**src/hw/acs_pkg.sv**
```systemverilog
package acs_pkg;

  // Register byte offsets
  localparam logic [7:0] OFF_MODE      = 8'h00;
  localparam logic [7:0] OFF_CHAN_EN   = 8'h04;
  localparam logic [7:0] OFF_CHOP_EN   = 8'h08;
  localparam logic [7:0] OFF_CONV_STAT = 8'h0C;
  localparam logic [7:0] OFF_INT_STAT  = 8'h10;
  localparam logic [7:0] OFF_INT_MASK  = 8'h14;
  localparam logic [7:0] OFF_CONV_TIME = 8'h20;
  localparam logic [7:0] OFF_DATA      = 8'h40;
  localparam logic [7:0] OFF_CHAN_STAT = 8'h60;

  // Mode register fields
  localparam int MODE_CONT_BIT   = 0;
  localparam int MODE_START_BIT  = 1;
  localparam int MODE_CH_LSB     = 4;
  localparam int MODE_CLAMP_BIT  = 8;
  localparam int MODE_RDYALL_BIT = 9;
  localparam int MODE_BIPOL_BIT  = 10;

  // Channel status fields
  localparam int CHST_READY_BIT = 0;
  localparam int CHST_SIGN_BIT  = 1;
  localparam int CHST_OVR_BIT   = 2;
  localparam int CHST_CH_LSB    = 4;

  // Converter status busy flag position
  localparam int CSTAT_BUSY_BIT = 16;

  // Interrupt event positions
  localparam int EV_DONE    = 0;
  localparam int EV_OVR     = 1;
  localparam int EV_DISCARD = 2;
  localparam int EV_W       = 3;

  // Reset values
  localparam logic [31:0] MODE_RST      = 32'h0000_0000;
  localparam logic [7:0]  CHAN_EN_RST   = 8'h01;
  localparam logic [7:0]  CHOP_EN_RST   = 8'h00;
  localparam logic [7:0]  CONV_TIME_RST = 8'h10;

  // Phase lengths in master-clock cycles
  localparam logic [15:0] SETTLE_FIRST = 16'h002B;
  localparam logic [15:0] SETTLE_CHOP  = 16'h002A;
  localparam logic [15:0] SCALE_CYC    = 16'h00A3;
  localparam logic [15:0] SAMP_MIN     = 16'h0002;

  // Coding constants
  localparam logic [15:0] CODE_ZERO = 16'h0000;
  localparam logic [15:0] CODE_ONES = 16'hFFFF;
  localparam logic signed [18:0] BIPOLAR_OFS = 19'sh08000;
  localparam logic signed [18:0] UNIPOLAR_MAX = 19'sh0FFFF;

  typedef enum logic [2:0] {
    ACS_IDLE, ACS_SETTLE1, ACS_SAMP1, ACS_SETTLE2, ACS_SAMP2, ACS_SCALE
  } acs_state_t;

endpackage

```
**src/hw/acs_code_if.sv**
```systemverilog
`timescale 1ns/100ps
`default_nettype none
interface acs_code_if;
  logic signed [18:0] raw;
  logic               bipolar;
  logic               clamp;
  logic        [15:0] code;
  logic               sign;
  logic               overrange_flag;

  modport coder (input raw, input bipolar, input clamp,
                 output code, output sign, output overrange_flag);
  modport seq   (output raw, output bipolar, output clamp,
                 input code, input sign, input overrange_flag);
endinterface
`default_nettype wire

```
**src/hw/acs_coder.sv**
```systemverilog
`timescale 1ns/100ps
`default_nettype none
module acs_coder (
  acs_code_if.coder cif
);
  logic signed [18:0] shifted;
  logic               below;
  logic               above;

  // Output coding with optional clamping
  always_comb begin
    shifted = cif.raw + acs_pkg::BIPOLAR_OFS;
    cif.sign = cif.raw < 0;
    if (cif.bipolar) begin
      below = shifted < 0;
      above = shifted > acs_pkg::UNIPOLAR_MAX;
    end else begin
      below = cif.raw < 0;
      above = cif.raw > acs_pkg::UNIPOLAR_MAX;
    end
    cif.overrange_flag = below | above;
    if (cif.clamp && below) begin
      cif.code = acs_pkg::CODE_ZERO;
    end else if (cif.clamp && above) begin
      cif.code = acs_pkg::CODE_ONES;
    end else if (!cif.bipolar && below) begin
      cif.code = acs_pkg::CODE_ZERO;
    end else if (cif.bipolar) begin
      cif.code = shifted[15:0];
    end else begin
      cif.code = cif.raw[15:0];
    end
  end
endmodule
`default_nettype wire

```
**src/hw/acs_top.sv**
```systemverilog
// Design decisions made here: the register addresses and the AHB-Lite slave port.
`timescale 1ns/100ps
`default_nettype none
// Overview of operation
// - Chopped cycle opens with 43 or 44 cycles of settling.
// - Sampling length comes from the channel filter_word.
// - Chopped: 42 more settling cycles, then sampling with reversed input.
// - 163-cycle scaling averages, codes and writes the data register.
// - Unchopped: one settle of 43/44, one sampling, 163-cycle scaling.
// - Ready pin forced high throughout every scaling phase.
// - Completion sets converter and channel ready bits, pin goes low (in all-enabled mode only once every enabled channel is ready).
// - Continuous mode moves straight on to the next enabled channel.
// - Conversion time and chopping held and applied per channel.
// - Modulator clock runs at half the master clock.
// - Clamp set: out-of-range result forced to all zeros or all ones.
// - Clamp clear: out-of-range results wrap, unipolar negatives give 0x0000; sign and overrange decode.
// - Overrange flag computed digitally from the result.
// - Bipolar coding: zero 0x8000, +FS 0xFFFF, -FS 0x0000, wraps.
// - Unipolar coding: zero 0x0000, FS 0xFFFF, negatives give 0x0000.
// - Reading a channel data register clears its ready bit.
// - Ready pin low on any unread data, or all enabled when selected.
// - Result finishing during a read of its own channel's data register is discarded.
module acs_top #(
  parameter int NCH = 8
) (
  input  wire logic               hclk,
  input  wire logic               hresetn,
  input  wire logic               hsel,
  input  wire logic [31:0]        haddr,
  input  wire logic [1:0]         htrans,
  input  wire logic               hwrite,
  input  wire logic [2:0]         hsize,
  input  wire logic [31:0]        hwdata,
  input  wire logic               hready,
  output logic      [31:0]        hrdata,
  output logic                    hreadyout,
  output logic                    hresp,
  input  wire logic signed [17:0] filt_data,
  output logic                    mod_clk,
  output logic      [2:0]         mux_channel,
  output logic                    chop_invert,
  output logic                    sampling,
  output logic                    ready_n,
  output logic                    irq
);

  localparam int CW  = 3;
  localparam int EVW = acs_pkg::EV_W;

  acs_code_if cif ();
  acs_pkg::acs_state_t state_ff;
  acs_pkg::acs_state_t nxt_state;
  logic [15:0]        cnt_ff;
  logic [15:0]        nxt_cnt;
  logic [CW-1:0]      ch_ff;
  logic [CW-1:0]      nxt_ch;
  logic               mod_ph_ff;
  logic               last_cyc;
  logic               done;
  logic               chop_cur;
  logic signed [17:0] samp_a_ff;
  logic signed [18:0] avg_ff;
  logic [31:0]        mode_ff;
  logic [7:0]         chan_en_ff;
  logic [7:0]         chop_en_ff;
  logic [7:0]         conv_time_ff [NCH];
  logic [15:0]        data_ff [NCH];
  logic [NCH-1:0]     rdy_ff;
  logic [NCH-1:0]     sign_ff;
  logic [NCH-1:0]     ovr_ff;
  logic [EVW-1:0]     int_stat_ff;
  logic [EVW-1:0]     int_mask_ff;
  logic [EVW-1:0]     ev;
  logic               wr_pend_ff;
  logic [7:0]         waddr_ff;
  logic [31:0]        hrdata_ff;
  logic [31:0]        rd_val;
  logic               acc;
  logic               rd_acc;
  logic               rd_data_hit;
  logic [CW-1:0]      a_ch;
  logic               mode_wr;
  logic               discard;
  logic [NCH-1:0]     en_mask;
  logic               rdy_lvl;

  // Sampling length from the filter word, never below two cycles
  function automatic logic [15:0] samp_len(input logic [7:0] fw);
    samp_len = 16'({fw, 1'b0}) + acs_pkg::SAMP_MIN;
  endfunction
  // Next enabled channel after cur, wrapping; cur if none enabled
  function automatic logic [CW-1:0] next_ch(input logic [CW-1:0] cur,
                                            input logic [NCH-1:0] en);
    logic [CW-1:0] c;
    next_ch = cur;
    for (int i = 1; i <= NCH; i++) begin
      c = CW'((int'(cur) + i) % NCH);
      if (en[c] && next_ch == cur) begin
        next_ch = c;
      end
    end
  endfunction
  // Register-window decode helpers
  function automatic logic in_win(input logic [7:0] a,
                                  input logic [7:0] base);
    in_win = a[7:5] == base[7:5] && int'(a[4:2]) < NCH;
  endfunction
  // AHB-Lite access qualification
  assign acc     = hsel && htrans[1] && hready;
  assign rd_acc  = acc && !hwrite;
  assign a_ch    = haddr[4:2];
  assign rd_data_hit = rd_acc && in_win(haddr[7:0], acs_pkg::OFF_DATA);
  assign mode_wr = wr_pend_ff && waddr_ff == acs_pkg::OFF_MODE;
  assign hreadyout = 1'b1;
  assign hresp     = 1'b0;
  assign hrdata    = hrdata_ff;
  assign en_mask  = chan_en_ff[NCH-1:0];
  assign chop_cur = chop_en_ff[ch_ff];
  assign last_cyc = cnt_ff == 16'h0000;
  assign done     = state_ff == acs_pkg::ACS_SCALE && last_cyc;
  assign discard  = done && rd_data_hit && a_ch == ch_ff;
  // Coder hookup
  assign cif.raw     = avg_ff;
  assign cif.bipolar = mode_ff[acs_pkg::MODE_BIPOL_BIT];
  assign cif.clamp   = mode_ff[acs_pkg::MODE_CLAMP_BIT];
  acs_coder u_coder (
    .cif (cif)
  );
  // Modulator clock at half rate
  always_ff @(posedge hclk or negedge hresetn) begin
    if (!hresetn) begin
      mod_ph_ff <= 1'b0;
    end else begin
      mod_ph_ff <= ~mod_ph_ff;
    end
  end

  // Phase sequencing
  always_comb begin
    nxt_state = state_ff;
    nxt_cnt   = last_cyc ? cnt_ff : cnt_ff - 16'h0001;
    nxt_ch    = ch_ff;
    case (state_ff)
      acs_pkg::ACS_IDLE: begin
        nxt_cnt = 16'h0000;
      end
      acs_pkg::ACS_SETTLE1: begin
        if (last_cyc) begin
          nxt_state = acs_pkg::ACS_SAMP1;
          nxt_cnt   = samp_len(conv_time_ff[ch_ff]) - 16'h0001;
        end
      end
      acs_pkg::ACS_SAMP1: begin
        if (last_cyc && chop_cur) begin
          nxt_state = acs_pkg::ACS_SETTLE2;
          nxt_cnt   = acs_pkg::SETTLE_CHOP - 16'h0001;
        end else if (last_cyc) begin
          nxt_state = acs_pkg::ACS_SCALE;
          nxt_cnt   = acs_pkg::SCALE_CYC - 16'h0001;
        end
      end
      acs_pkg::ACS_SETTLE2: begin
        if (last_cyc) begin
          nxt_state = acs_pkg::ACS_SAMP2;
          nxt_cnt   = samp_len(conv_time_ff[ch_ff]) - 16'h0001;
        end
      end
      acs_pkg::ACS_SAMP2: begin
        if (last_cyc) begin
          nxt_state = acs_pkg::ACS_SCALE;
          nxt_cnt   = acs_pkg::SCALE_CYC - 16'h0001;
        end
      end
      acs_pkg::ACS_SCALE: begin
        if (last_cyc && mode_ff[acs_pkg::MODE_CONT_BIT]) begin
          nxt_ch    = next_ch(ch_ff, en_mask);
          nxt_state = acs_pkg::ACS_SETTLE1;
          nxt_cnt   = acs_pkg::SETTLE_FIRST - 16'h0001
                      + 16'(mod_ph_ff);
        end else if (last_cyc) begin
          nxt_state = acs_pkg::ACS_IDLE;
        end
      end
      default: begin
        nxt_state = acs_pkg::ACS_IDLE;
      end
    endcase
    // A mode write with start bit launches a fresh cycle
    if (mode_wr && hwdata[acs_pkg::MODE_START_BIT]) begin
      nxt_ch    = hwdata[acs_pkg::MODE_CH_LSB +: CW];
      nxt_state = acs_pkg::ACS_SETTLE1;
      nxt_cnt   = acs_pkg::SETTLE_FIRST - 16'h0001
                  + 16'(mod_ph_ff);
    end else if (mode_wr) begin
      nxt_state = acs_pkg::ACS_IDLE;
    end
  end

  always_ff @(posedge hclk or negedge hresetn) begin
    if (!hresetn) begin
      state_ff <= acs_pkg::ACS_IDLE;
      cnt_ff   <= 16'h0000;
      ch_ff    <= '0;
    end else begin
      state_ff <= nxt_state;
      cnt_ff   <= nxt_cnt;
      ch_ff    <= nxt_ch;
    end
  end
  // Filter results captured at the end of each sampling phase
  always_ff @(posedge hclk or negedge hresetn) begin
    if (!hresetn) begin
      samp_a_ff <= '0;
      avg_ff    <= '0;
    end else begin
      if (state_ff == acs_pkg::ACS_SAMP1 && last_cyc) begin
        samp_a_ff <= filt_data;
      end
      if (state_ff == acs_pkg::ACS_SAMP1 && last_cyc && !chop_cur) begin
        avg_ff <= 19'(filt_data);
      end else if (state_ff == acs_pkg::ACS_SAMP2 && last_cyc) begin
        avg_ff <= (19'(samp_a_ff) + 19'(filt_data)) >>> 1;
      end
    end
  end
  // Link-side status outputs
  assign mux_channel = 3'(ch_ff);
  assign mod_clk     = mod_ph_ff;
  assign chop_invert = state_ff == acs_pkg::ACS_SETTLE2
                       || state_ff == acs_pkg::ACS_SAMP2;
  assign sampling    = state_ff == acs_pkg::ACS_SAMP1
                       || state_ff == acs_pkg::ACS_SAMP2;
  // Data and channel status update at cycle completion
  always_ff @(posedge hclk or negedge hresetn) begin
    if (!hresetn) begin
      for (int i = 0; i < NCH; i++) begin
        data_ff[i] <= 16'h0000;
      end
      sign_ff <= '0;
      ovr_ff  <= '0;
    end else if (done && !discard) begin
      data_ff[ch_ff] <= cif.code;
      sign_ff[ch_ff] <= cif.sign;
      ovr_ff[ch_ff]  <= cif.overrange_flag;
    end
  end

  // Ready bits: set on completion, cleared by read, scale or mode write
  always_ff @(posedge hclk or negedge hresetn) begin
    if (!hresetn) begin
      rdy_ff <= '0;
    end else begin
      for (int i = 0; i < NCH; i++) begin
        if (done && !discard && ch_ff == CW'(i)) begin
          rdy_ff[i] <= 1'b1;
        end else if (mode_wr) begin
          rdy_ff[i] <= 1'b0;
        end else if (rd_data_hit && a_ch == CW'(i)) begin
          rdy_ff[i] <= 1'b0;
        end else if (state_ff == acs_pkg::ACS_SCALE && ch_ff == CW'(i)) begin
          rdy_ff[i] <= 1'b0;
        end
      end
    end
  end

  // Ready pin function
  always_comb begin
    if (mode_ff[acs_pkg::MODE_RDYALL_BIT]) begin
      rdy_lvl = |en_mask && (rdy_ff & en_mask) == en_mask;
    end else begin
      rdy_lvl = |rdy_ff;
    end
    ready_n = state_ff == acs_pkg::ACS_SCALE || !rdy_lvl;
  end

  // Configuration registers
  always_ff @(posedge hclk or negedge hresetn) begin
    if (!hresetn) begin
      mode_ff    <= acs_pkg::MODE_RST;
      chan_en_ff <= acs_pkg::CHAN_EN_RST;
      chop_en_ff <= acs_pkg::CHOP_EN_RST;
      int_mask_ff <= '0;
      for (int i = 0; i < NCH; i++) begin
        conv_time_ff[i] <= acs_pkg::CONV_TIME_RST;
      end
    end else if (wr_pend_ff) begin
      if (waddr_ff == acs_pkg::OFF_MODE) begin
        mode_ff <= hwdata & ~(32'h1 << acs_pkg::MODE_START_BIT);
      end else if (waddr_ff == acs_pkg::OFF_CHAN_EN) begin
        chan_en_ff <= hwdata[7:0];
      end else if (waddr_ff == acs_pkg::OFF_CHOP_EN) begin
        chop_en_ff <= hwdata[7:0];
      end else if (waddr_ff == acs_pkg::OFF_INT_MASK) begin
        int_mask_ff <= hwdata[EVW-1:0];
      end else if (in_win(waddr_ff, acs_pkg::OFF_CONV_TIME)) begin
        conv_time_ff[waddr_ff[4:2]] <= hwdata[7:0];
      end
    end
  end

  // Sticky interrupt status, set wins over write-one clear
  assign ev[acs_pkg::EV_DONE]    = done && !discard;
  assign ev[acs_pkg::EV_OVR]     = done && !discard && cif.overrange_flag;
  assign ev[acs_pkg::EV_DISCARD] = discard;

  always_ff @(posedge hclk or negedge hresetn) begin
    if (!hresetn) begin
      int_stat_ff <= '0;
    end else begin
      if (wr_pend_ff && waddr_ff == acs_pkg::OFF_INT_STAT) begin
        int_stat_ff <= (int_stat_ff & ~hwdata[EVW-1:0]) | ev;
      end else begin
        int_stat_ff <= int_stat_ff | ev;
      end
    end
  end

  assign irq = |(int_stat_ff & int_mask_ff);

  // Read multiplexer for the address phase
  always_comb begin
    rd_val = 32'h0000_0000;
    if (haddr[7:0] == acs_pkg::OFF_MODE) begin
      rd_val = mode_ff;
    end else if (haddr[7:0] == acs_pkg::OFF_CHAN_EN) begin
      rd_val[7:0] = chan_en_ff;
    end else if (haddr[7:0] == acs_pkg::OFF_CHOP_EN) begin
      rd_val[7:0] = chop_en_ff;
    end else if (haddr[7:0] == acs_pkg::OFF_CONV_STAT) begin
      rd_val[NCH-1:0] = rdy_ff;
      rd_val[acs_pkg::CSTAT_BUSY_BIT] = state_ff != acs_pkg::ACS_IDLE;
    end else if (haddr[7:0] == acs_pkg::OFF_INT_STAT) begin
      rd_val[EVW-1:0] = int_stat_ff;
    end else if (haddr[7:0] == acs_pkg::OFF_INT_MASK) begin
      rd_val[EVW-1:0] = int_mask_ff;
    end else if (in_win(haddr[7:0], acs_pkg::OFF_CONV_TIME)) begin
      rd_val[7:0] = conv_time_ff[a_ch];
    end else if (in_win(haddr[7:0], acs_pkg::OFF_DATA)) begin
      rd_val[15:0] = data_ff[a_ch];
    end else if (in_win(haddr[7:0], acs_pkg::OFF_CHAN_STAT)) begin
      rd_val[acs_pkg::CHST_READY_BIT] = rdy_ff[a_ch];
      rd_val[acs_pkg::CHST_SIGN_BIT]  = sign_ff[a_ch];
      rd_val[acs_pkg::CHST_OVR_BIT]   = ovr_ff[a_ch];
      rd_val[acs_pkg::CHST_CH_LSB +: CW] = a_ch;
    end
  end

  // Bus address phase capture and registered read data
  always_ff @(posedge hclk or negedge hresetn) begin
    if (!hresetn) begin
      wr_pend_ff <= 1'b0;
      waddr_ff   <= 8'h00;
      hrdata_ff  <= 32'h0000_0000;
    end else begin
      wr_pend_ff <= acc && hwrite;
      if (acc) begin
        waddr_ff <= haddr[7:0];
      end
      if (rd_acc) begin
        hrdata_ff <= rd_val;
      end
    end
  end

endmodule
`default_nettype wire

```
**config.mk**
```make
export PLATFORM = sky130hd
export DESIGN_NAME = acs_top
export DESIGN_NICKNAME = d
export VERILOG_FILES = /design/src/hw/acs_pkg.sv /design/src/hw/acs_code_if.sv /design/src/hw/acs_coder.sv /design/src/hw/acs_top.sv
export SDC_FILE = /design/constraint.sdc
export NUM_CORES = 1
export LEC_CHECK = 0
export BUFFER_PORTS_ARGS = -buffer_cell sky130_fd_sc_hd__buf_2
export CAP_MARGIN = 30
export CORE_MARGIN = 2
export CORE_UTILIZATION = 50
export DETAILED_ROUTE_END_ITERATION = 8
export PLACE_DENSITY = 0.69
export SYNTH_ARGS = -nofsm -noshare
export SYNTH_HDL_FRONTEND = slang
export SYNTH_SLANG_ARGS = --single-unit
```
**constraint.sdc**
```tcl
create_clock -name hclk -period 9.1 [get_ports hclk]
set_input_delay 2.275 -clock hclk [delete_from_list [all_inputs] [get_ports hclk]]
set_output_delay 2.275 -clock hclk [all_outputs]
set_load 0.02 [all_outputs]
```
# --- After elaboration in Yosys (flattened, before gate mapping) ---
# Index checks and enable logic that the tools add are counted.
totals:
  output_inout_bits: 42
  word_cells: 374
  input_bits: 92
  ram_bits: 0
  latchBits: 0
  ff_bits: 370
  mem_count: 0
  mem_bits_ro: 0
op_classes:
  add_sub_neg: 14
  n_eq_ne: 45
  n_div: 0
  n_mux: 147
  bitwise: 15
  shift: 0
  n_lt_le_gt_ge: 20
  multipliers: 0
  n_reduce_logical: 93
ops:
  columns: ["operator", "n"]
  rows:
  - ["16-bit 2-to-1 mux", 13]
  - ["128-bit bitwise mux", 1]
  - ["3-bit 2-to-1 mux", 40]
  - ["8-bit 2-to-1 mux", 11]
  - ["16-bit case mux with 5 select lines", 1]
  - ["64-bit bitwise mux", 1]
  - ["1-bit logical AND", 56]
  - ["1-bit 2-to-1 mux", 50]
  - ["16-bit binary-select mux with 3-bit select", 1]
  - ["8-bit binary-select mux with 3-bit select", 2]
  - ["16-bit demux with 3-bit select", 1]
  - ["3-bit by 4-bit < comparator with 1-bit output (second input constant)", 10]
  - ["19-bit by 17-bit > comparator with 1-bit output (second input constant)", 2]
  - ["19-bit by 1-bit < comparator with 1-bit output (second input constant)", 2]
  - ["19-bit 2-to-1 mux", 2]
  - ["1-bit binary-select mux with 3-bit select", 12]
  - ["8-bit by 5-bit == test with 1-bit output (second input constant)", 4]
  - ["4-bit nonzero test", 8]
  - ["3-bit == test (second input constant)", 10]
  - ["9-bit 2-to-1 mux", 3]
  - ["13-bit 2-to-1 mux", 2]
  - ["8-bit demux with 3-bit select", 1]
  - ["3-bit by 2-bit == test with 1-bit output (second input constant)", 8]
  - ["3-bit == test", 8]
  - ["46 further kinds", 85]

# --- Longest topological paths before layout ---
depth:
  ltp_word: 42
  ltp_mapped: 18
  ltp_nobuf: 13

# --- Cells and area by module ---
# A second synthesis with hierarchy kept.
hier_totals:
  cells_unflattened: 1756
  area_unflattened_um2: 19970.4
modules_own_cells:
  columns: ["mod", "seq_area_each_um2", "area_per_inst_um2", "cells_per_inst", "n_inst"]
  rows:
  - ["acs_top", 9245.1, 19540.0, 1695, 1]
  - ["acs_coder", 0.0, 430.4, 61, 1]

# --- Worst setup path after synthesis ---
# OpenSTA, ideal clock, no wires.
synth_path:
  path_kind: "reg2reg"
  startpoint: "register ch_ff[1], in the netlist mux_channel[1]"
  endpoint: "register ch_ff[1], in the netlist mux_channel[1]"
  arrival_time_ps: 4571
  slack_ps: 4404
  setup_ps: 125
  path_stages_with_launch: 18
  path_buffers: 5
  synth_period_minus_slack_ps: 4696
  required_ps: 8975
  cell_sequence: "dfrtp_1 buf_6 buf_4 buf_1 clkbuf_1 inv_1 ha_1 clkbuf_1 mux4_2 o32ai_1 o31ai_4 o221a_4 o21a_1 a311o_1 o211ai_2 a21oi_2 mux2i_1 mux2_2"
synth_via:
  elab_chain_len: 42
  elab_cells_between_ends: 63
  classes_between: "add/sub: 8; eq/ne: 7; mux: 41; reduce/logical: 7"
synth_lines:
  columns: ["element", "line_no", "text"]
  rows:
  - ["start, declared", "acs_top.sv:55", "logic [CW-1:0] ch_ff;"]
  - ["start signal, assigned", "acs_top.sv:207", "ch_ff <= nxt_ch;"]
  - ["3-bit by 1-bit adder with 3-bit output", "acs_top.sv:97", "c = CW'((int'(cur) + i) % NCH);"]
  - ["1-bit binary-select mux with 3-bit select", "acs_top.sv:98", "if (en[c] && next_ch == cur) begin"]
  - ["1-bit 2-to-1 mux (implied by the code)", "acs_top.sv:98", null]
  - ["3-bit 2-to-1 mux", "acs_top.sv:98", null]
  - ["3-bit 2-to-1 mux", "acs_top.sv:175", "if (last_cyc && mode_ff[acs_pkg::MODE_CONT_BIT]) begin"]
  - ["3-bit 2-to-1 mux", "acs_top.sv:143", "case (state_ff)"]
  - ["3-bit == test", "acs_top.sv:98", null]
  - ["1-bit logical AND", "acs_top.sv:98", null]
  - ["(+26 left out)", null, null]
  - ["3-bit 2-to-1 mux", "acs_top.sv:175", null]
  - ["3-bit 2-to-1 mux", "acs_top.sv:143", null]
  - ["3-bit == test", "acs_top.sv:98", null]
  - ["1-bit logical AND", "acs_top.sv:98", null]
  - ["3-bit 2-to-1 mux (*)", "acs_top.sv:98", null]
  - ["3-bit 2-to-1 mux (*)", "acs_top.sv:175", null]
  - ["3-bit 2-to-1 mux (*)", "acs_top.sv:143", null]
  - ["3-bit 2-to-1 mux (*)", "acs_top.sv:189", "if (mode_wr && hwdata[acs_pkg::MODE_START_BIT]) begin"]
# Mark *: on every way between the ends. The rest lies on a longest branch, timed or not. The select of a mux whose other input is x is not followed.
# A chain may end at the register's enable or synchronous reset.

# --- Worst setup path in the final report ---
layout_path:
  startpoint: "input hsel"
  endpoint: "register sign_ff[4]"
layout_via:
  elab_chain_len: 8
layout_lines:
  columns: ["element", "line_no", "text"]
  rows:
  - ["start, declared", "acs_top.sv:28", "input wire logic hsel,"]
  - ["1-bit logical AND (2 in a row)", "acs_top.sv:109", "assign acc = hsel && htrans[1] && hready;"]
  - ["1-bit logical AND", "acs_top.sv:110", "assign rd_acc = acc && !hwrite;"]
  - ["1-bit logical AND", "acs_top.sv:112", "assign rd_data_hit = rd_acc && in_win(haddr[7:0], acs_pkg::OFF_DATA);"]
  - ["1-bit logical AND (2 in a row)", "acs_top.sv:121", "assign discard = done && rd_data_hit && a_ch == ch_ff;"]
  - ["1-bit zero test", "acs_top.sv:241", "end else if (done && !discard) begin"]
  - ["1-bit logical AND", "acs_top.sv:241", null]
  - ["end signal, assigned by index", "acs_top.sv:243", "sign_ff[ch_ff] <= cif.sign;"]
  - ["end, declared", "acs_top.sv:69", "logic [NCH-1:0] sign_ff;"]
# Every way passes these cells.

==> impl_metrics.env <==
export IMPL_antenna_found_initial=1
export IMPL_hold_depth=1
export IMPL_final_hold_violation_count=0
export IMPL_synth_simple_area_share_pct=14.11
export IMPL_drt_drc_violations_left=0
export IMPL_avgViaCountPerCell=5.946
export IMPL_placement_rows=72
export IMPL_post_synth_fa_ha_maj_area_fraction_pct=2.366
export IMPL_track_usage_pct=25.10
export IMPL_critical_path_required_ns=9.54
export IMPL_timing_final_crit_period_ns=5.078
export IMPL_ir_drop_mv=0.1670
export IMPL_rsz_0062_raised_after_global_routing="no"
export IMPL_leakagePower_nw=9.688
export IMPL_pin_count_of_the_biggest_net_entering_global_routing=158
export IMPL_avgRoutedWirePerCell_um=20.51
export IMPL_pwr_share_seq_pct=37.3
export IMPL_comb_power_share_pct=33.4
export IMPL_worst_clock_skew_ns=0.01119
export IMPL_cts_resized=0
export IMPL_yosys_most_used_dff="sky130_fd_sc_hd__dfrtp_1"
export IMPL_ys_warnings_count=0
export IMPL_layout_common_cells="sky130_fd_sc_hd__nand2_1 (380), sky130_fd_sc_hd__dfrtp_1 (358), sky130_fd_sc_hd__o21ai_0 (180)"
export IMPL_setup_worst_path_start_class="primary input"
export IMPL_maxSlewHeadroom_pct=32.31
export IMPL_multiplexer_share_of_the_synthesized_area_pct=19.52
export IMPL_critPathCaptureType="flip-flop"
export IMPL_number_of_different_library_cells_in_the_post_synthesis_netlist=75
export IMPL_io_pin_count=134
export IMPL_totalNegativeSetupSlack_ns=0
export IMPL_dr_first_iter_drc_count=1213
export IMPL_final_min_period_over_clock_period_pct=55.80
export IMPL_sw_frac_of_total_pct=35.47
export IMPL_first_global_vias=14620
export IMPL_clock_latency_ns=0.55
export IMPL_final_max_slew_violation_count=0
export IMPL_fp_dieW_um=200.7
export IMPL_async_reset_ff_share_pct=100.0
export IMPL_grt_overflow_total=0
export IMPL_num_fill_cells=3302
export IMPL_cts_repair_timing_setup_buffer_count=0
export IMPL_cp_arrival_ns=5.52
export IMPL_worst_slew_pin_transition_ns=1.012
export IMPL_power_total_mw=5.442
export IMPL_post_layout_cell_count=2441
export IMPL_fmax_ghz=0.1969
export IMPL_share_of_total_power_in_the_clock_network_pct=29.3
export IMPL_synth_cells=1846
export IMPL_regArea_sq_mm=0.009248
export IMPL_finalNetCount=2024
export IMPL_syn_to_final_growth_pct=11.72
export IMPL_power_per_cell_area_mw_per_mm2=251.8
export IMPL_ctsLongestPathBuffers=3
export IMPL_synth_compound_area_share_pct=11.72
export IMPL_num_vias=14510
export IMPL_numPortBuffers=103
export IMPL_place_hpwl_um=32710
export IMPL_outcome="complete, no violations"
export IMPL_cts_tree="yes"
export IMPL_synth_area_sq_mm=0.01935
export IMPL_route_final_wire_length_um=50060
export IMPL_cts_htree_levels=2
export IMPL_holdBufCountCts=0
export IMPL_multi_input_area_sq_mm=0.009488
export IMPL_drtPass1Iterations=5
export IMPL_cts_reportedPaths_clkPinSlew_ns=0.06
export IMPL_drive_gt1_share_pct=23.67
export IMPL_internal_power_mw=3.512
export IMPL_finalWeightedCongestion=0.9139
export IMPL_total_of_flip_flops_plus_latches_after_synthesis=369
export IMPL_mappedNetlistNets=1974
export IMPL_cts_buffers=40
export IMPL_worst_reg_to_reg_path_cell_count=12
export IMPL_initial_utilization_pct=50.31
export IMPL_setup_worst_path_class="in -> reg"
export IMPL_cp_max_fo=21
export IMPL_cts_num_sinks=369
export IMPL_p_switching_mw=1.930
export IMPL_antenna_violating_nets_post_route=0
export IMPL_core_area_sq_mm=0.03847
export IMPL_die_height_um=200.7
export IMPL_layout_commonest_cell="sky130_fd_sc_hd__nand2_1"
export IMPL_max_cap_violations=0
export IMPL_worst_hold_path_type="reg -> reg"
export IMPL_seq_total_area_yosys_pct=47.78
export IMPL_average_instance_area_after_synthesis_sq_um=10.48
export IMPL_synth_edff_count=0
export IMPL_dp_cells=2369
export IMPL_wire_length_of_the_first_global_routing_pass_um=80240
export IMPL_xor_xnor_fraction_of_synth_area_pct=1.177
export IMPL_die_area_sq_mm=0.04029
export IMPL_clock_root_buffer="sky130_fd_sc_hd__clkbuf_16"
export IMPL_final_setup_viol_count=0
export IMPL_synth_top_family_by_area="multiplexers"
-- synth_stat cells, types with 5 or more instances --
master                      count  area, sq um
sky130_fd_sc_hd__o21ai_0      180        900.9
sky130_fd_sc_hd__nand4_1        7        43.79
sky130_fd_sc_hd__nand2_1      380         1426
sky130_fd_sc_hd__dfrtp_1      360         9009
sky130_fd_sc_hd__inv_1         35        131.4
sky130_fd_sc_hd__o22ai_1        7        43.79
sky130_fd_sc_hd__a21oi_1       55        275.3
sky130_fd_sc_hd__a221oi_1      10        87.58
sky130_fd_sc_hd__nor3_1        26        130.1
sky130_fd_sc_hd__mux4_2        86         1937
sky130_fd_sc_hd__nor3b_1        7        52.55
sky130_fd_sc_hd__mux2i_1       19        190.2
sky130_fd_sc_hd__o31ai_1        5        37.54
sky130_fd_sc_hd__mux2_2       140         1577
sky130_fd_sc_hd__dfstp_2        9        236.5
sky130_fd_sc_hd__a211oi_1       7        52.55
sky130_fd_sc_hd__a21o_1        22        165.2
sky130_fd_sc_hd__o2111ai_1      8        70.07
sky130_fd_sc_hd__nand2b_1      14        87.58
sky130_fd_sc_hd__a22oi_1       19        142.6
sky130_fd_sc_hd__xor2_1         9        78.83
sky130_fd_sc_hd__clkbuf_1     101        379.1
sky130_fd_sc_hd__nor4_1         9        56.30
sky130_fd_sc_hd__buf_2          7        35.03
sky130_fd_sc_hd__nor2b_1       10        62.56
sky130_fd_sc_hd__ha_1          35        437.9
sky130_fd_sc_hd__a31oi_1       15        93.84
sky130_fd_sc_hd__xnor2_1       17        148.9
sky130_fd_sc_hd__nand3_1       48        240.2
sky130_fd_sc_hd__and3_1         6        37.54
sky130_fd_sc_hd__nor2_1       101        379.1
sky130_fd_sc_hd__buf_1         12        45.04
-- through the flow --
stage	hold WS, ns	area [sq um]	worst slack (ns)	utilization (%)
final	0.4353	21620	4.022	56.20
after global routing	0.4679	21620	3.800	56.20
after CTS	0.4419	21560	4.015	56.04
after detailed placement	0.4316	20280	3.468	52.73
after global placement	0.4173	20250	3.323	52.63
after floorplan	0.4446	19350	4.404	-
-- per-layer routing --
metal  track usage, %  wire length [um]  vias to the layer above
met1            33.60             20880                     7234
met3            3.912              3032                      105
met2            41.44             24430                      499
met4            9.815              1715                        0
li1                 -                 -                     6675
met5                0                 0                        -
-- final timing paths --
| kind | start | to | slack, ns |
|---|---|---|---|
| max | hsel | sign_ff[4]$_DFFE_PN0P_ | 4.02 |
| min | mod_clk$_DFF_PN0_ | mod_clk$_DFF_PN0_ | 0.44 |
| max reg2reg | cnt_ff[0]$_DFF_PN0_ | sign_ff[4]$_DFFE_PN0P_ | 4.38 |
| min reg2reg | mod_clk$_DFF_PN0_ | mod_clk$_DFF_PN0_ | 0.44 |
| max in group asynchronous | hresetn | cnt_ff[11]$_DFF_PN0_ | 6.04 |
| min in group asynchronous | hresetn | data_ff[72]$_DFFE_PN0P_ | 1.72 |
-- layout make-up --
cell class / count / area share, %
clock buffers: 58 / 5.458
clock inverters: 10 / 0.4225
multi-input cells: 1317 / 43.89
repair buffers: 133 / 3.837
diodes: 1 / 0.01158
flip-flops and latches: 369 / 42.78
well taps: 518 / 2.998
inverters: 35 / 0.6077
-- critical path, cell delays in order --
cell and delay [ns]:
sky130_fd_sc_hd__buf_2 0.09, sky130_fd_sc_hd__nand3_1 0.47, sky130_fd_sc_hd__nand2b_1 0.24, sky130_fd_sc_hd__nor3_1 0.13, sky130_fd_sc_hd__nor3_2 0.70, sky130_fd_sc_hd__inv_1 0.28, sky130_fd_sc_hd__nor2_1 0.30, sky130_fd_sc_hd__nand2_1 0.42
sky130_fd_sc_hd__buf_16 0.31, sky130_fd_sc_hd__mux2_2 0.27
-- cells by family (layout without fill, tap and decap cells) --
| kind of cell | Yosys count | after routing |
|---|---|---|
| AND/OR/NAND/NOR | 633 | 633 |
| AO/OA/AOI/OAI | 370 | 370 |
| flip-flops | 369 | 369 |
| multiplexers | 250 | 250 |
| buffers and inverters | 160 | 236 |
| adder cells (fa/ha/maj) | 36 | 36 |
| XOR/XNOR | 26 | 26 |
| other | 2 | 3 |
-- state kept, by name, summed over array words and instances (netlist names), 3 cells and up --
| register | cells |
|---|---|
| int_stat_ff | 3 |
| state_ff | 3 |
| int_mask_ff | 3 |
| cnt_ff | 16 |
| hrdata | 32 |
| avg_ff | 18 |
| rdy_ff | 8 |
| conv_time_ff | 64 |
| samp_a_ff | 18 |
| ovr_ff | 8 |
| mux_channel | 3 |
| mode_ff | 31 |
| sign_ff | 8 |
| data_ff | 128 |
| waddr_ff | 8 |
| chop_en_ff | 8 |
| chan_en_ff | 8 |
-- power groups by stage --
stage | clock [mW] | sequential, mW | combinational, mW
3_5_place_dp | 0 | 2.06 | 1.79
6_report | 1.59 | 2.03 | 1.82
4_1_cts | 1.62 | 2.03 | 1.81
2_1_floorplan | 0 | 1.99 | 1.39
5_1_grt | 1.68 | 2.06 | 2.01
3_3_place_gp | 0 | 2.05 | 1.75
Note: power is estimated with default switching activity, not from simulation.
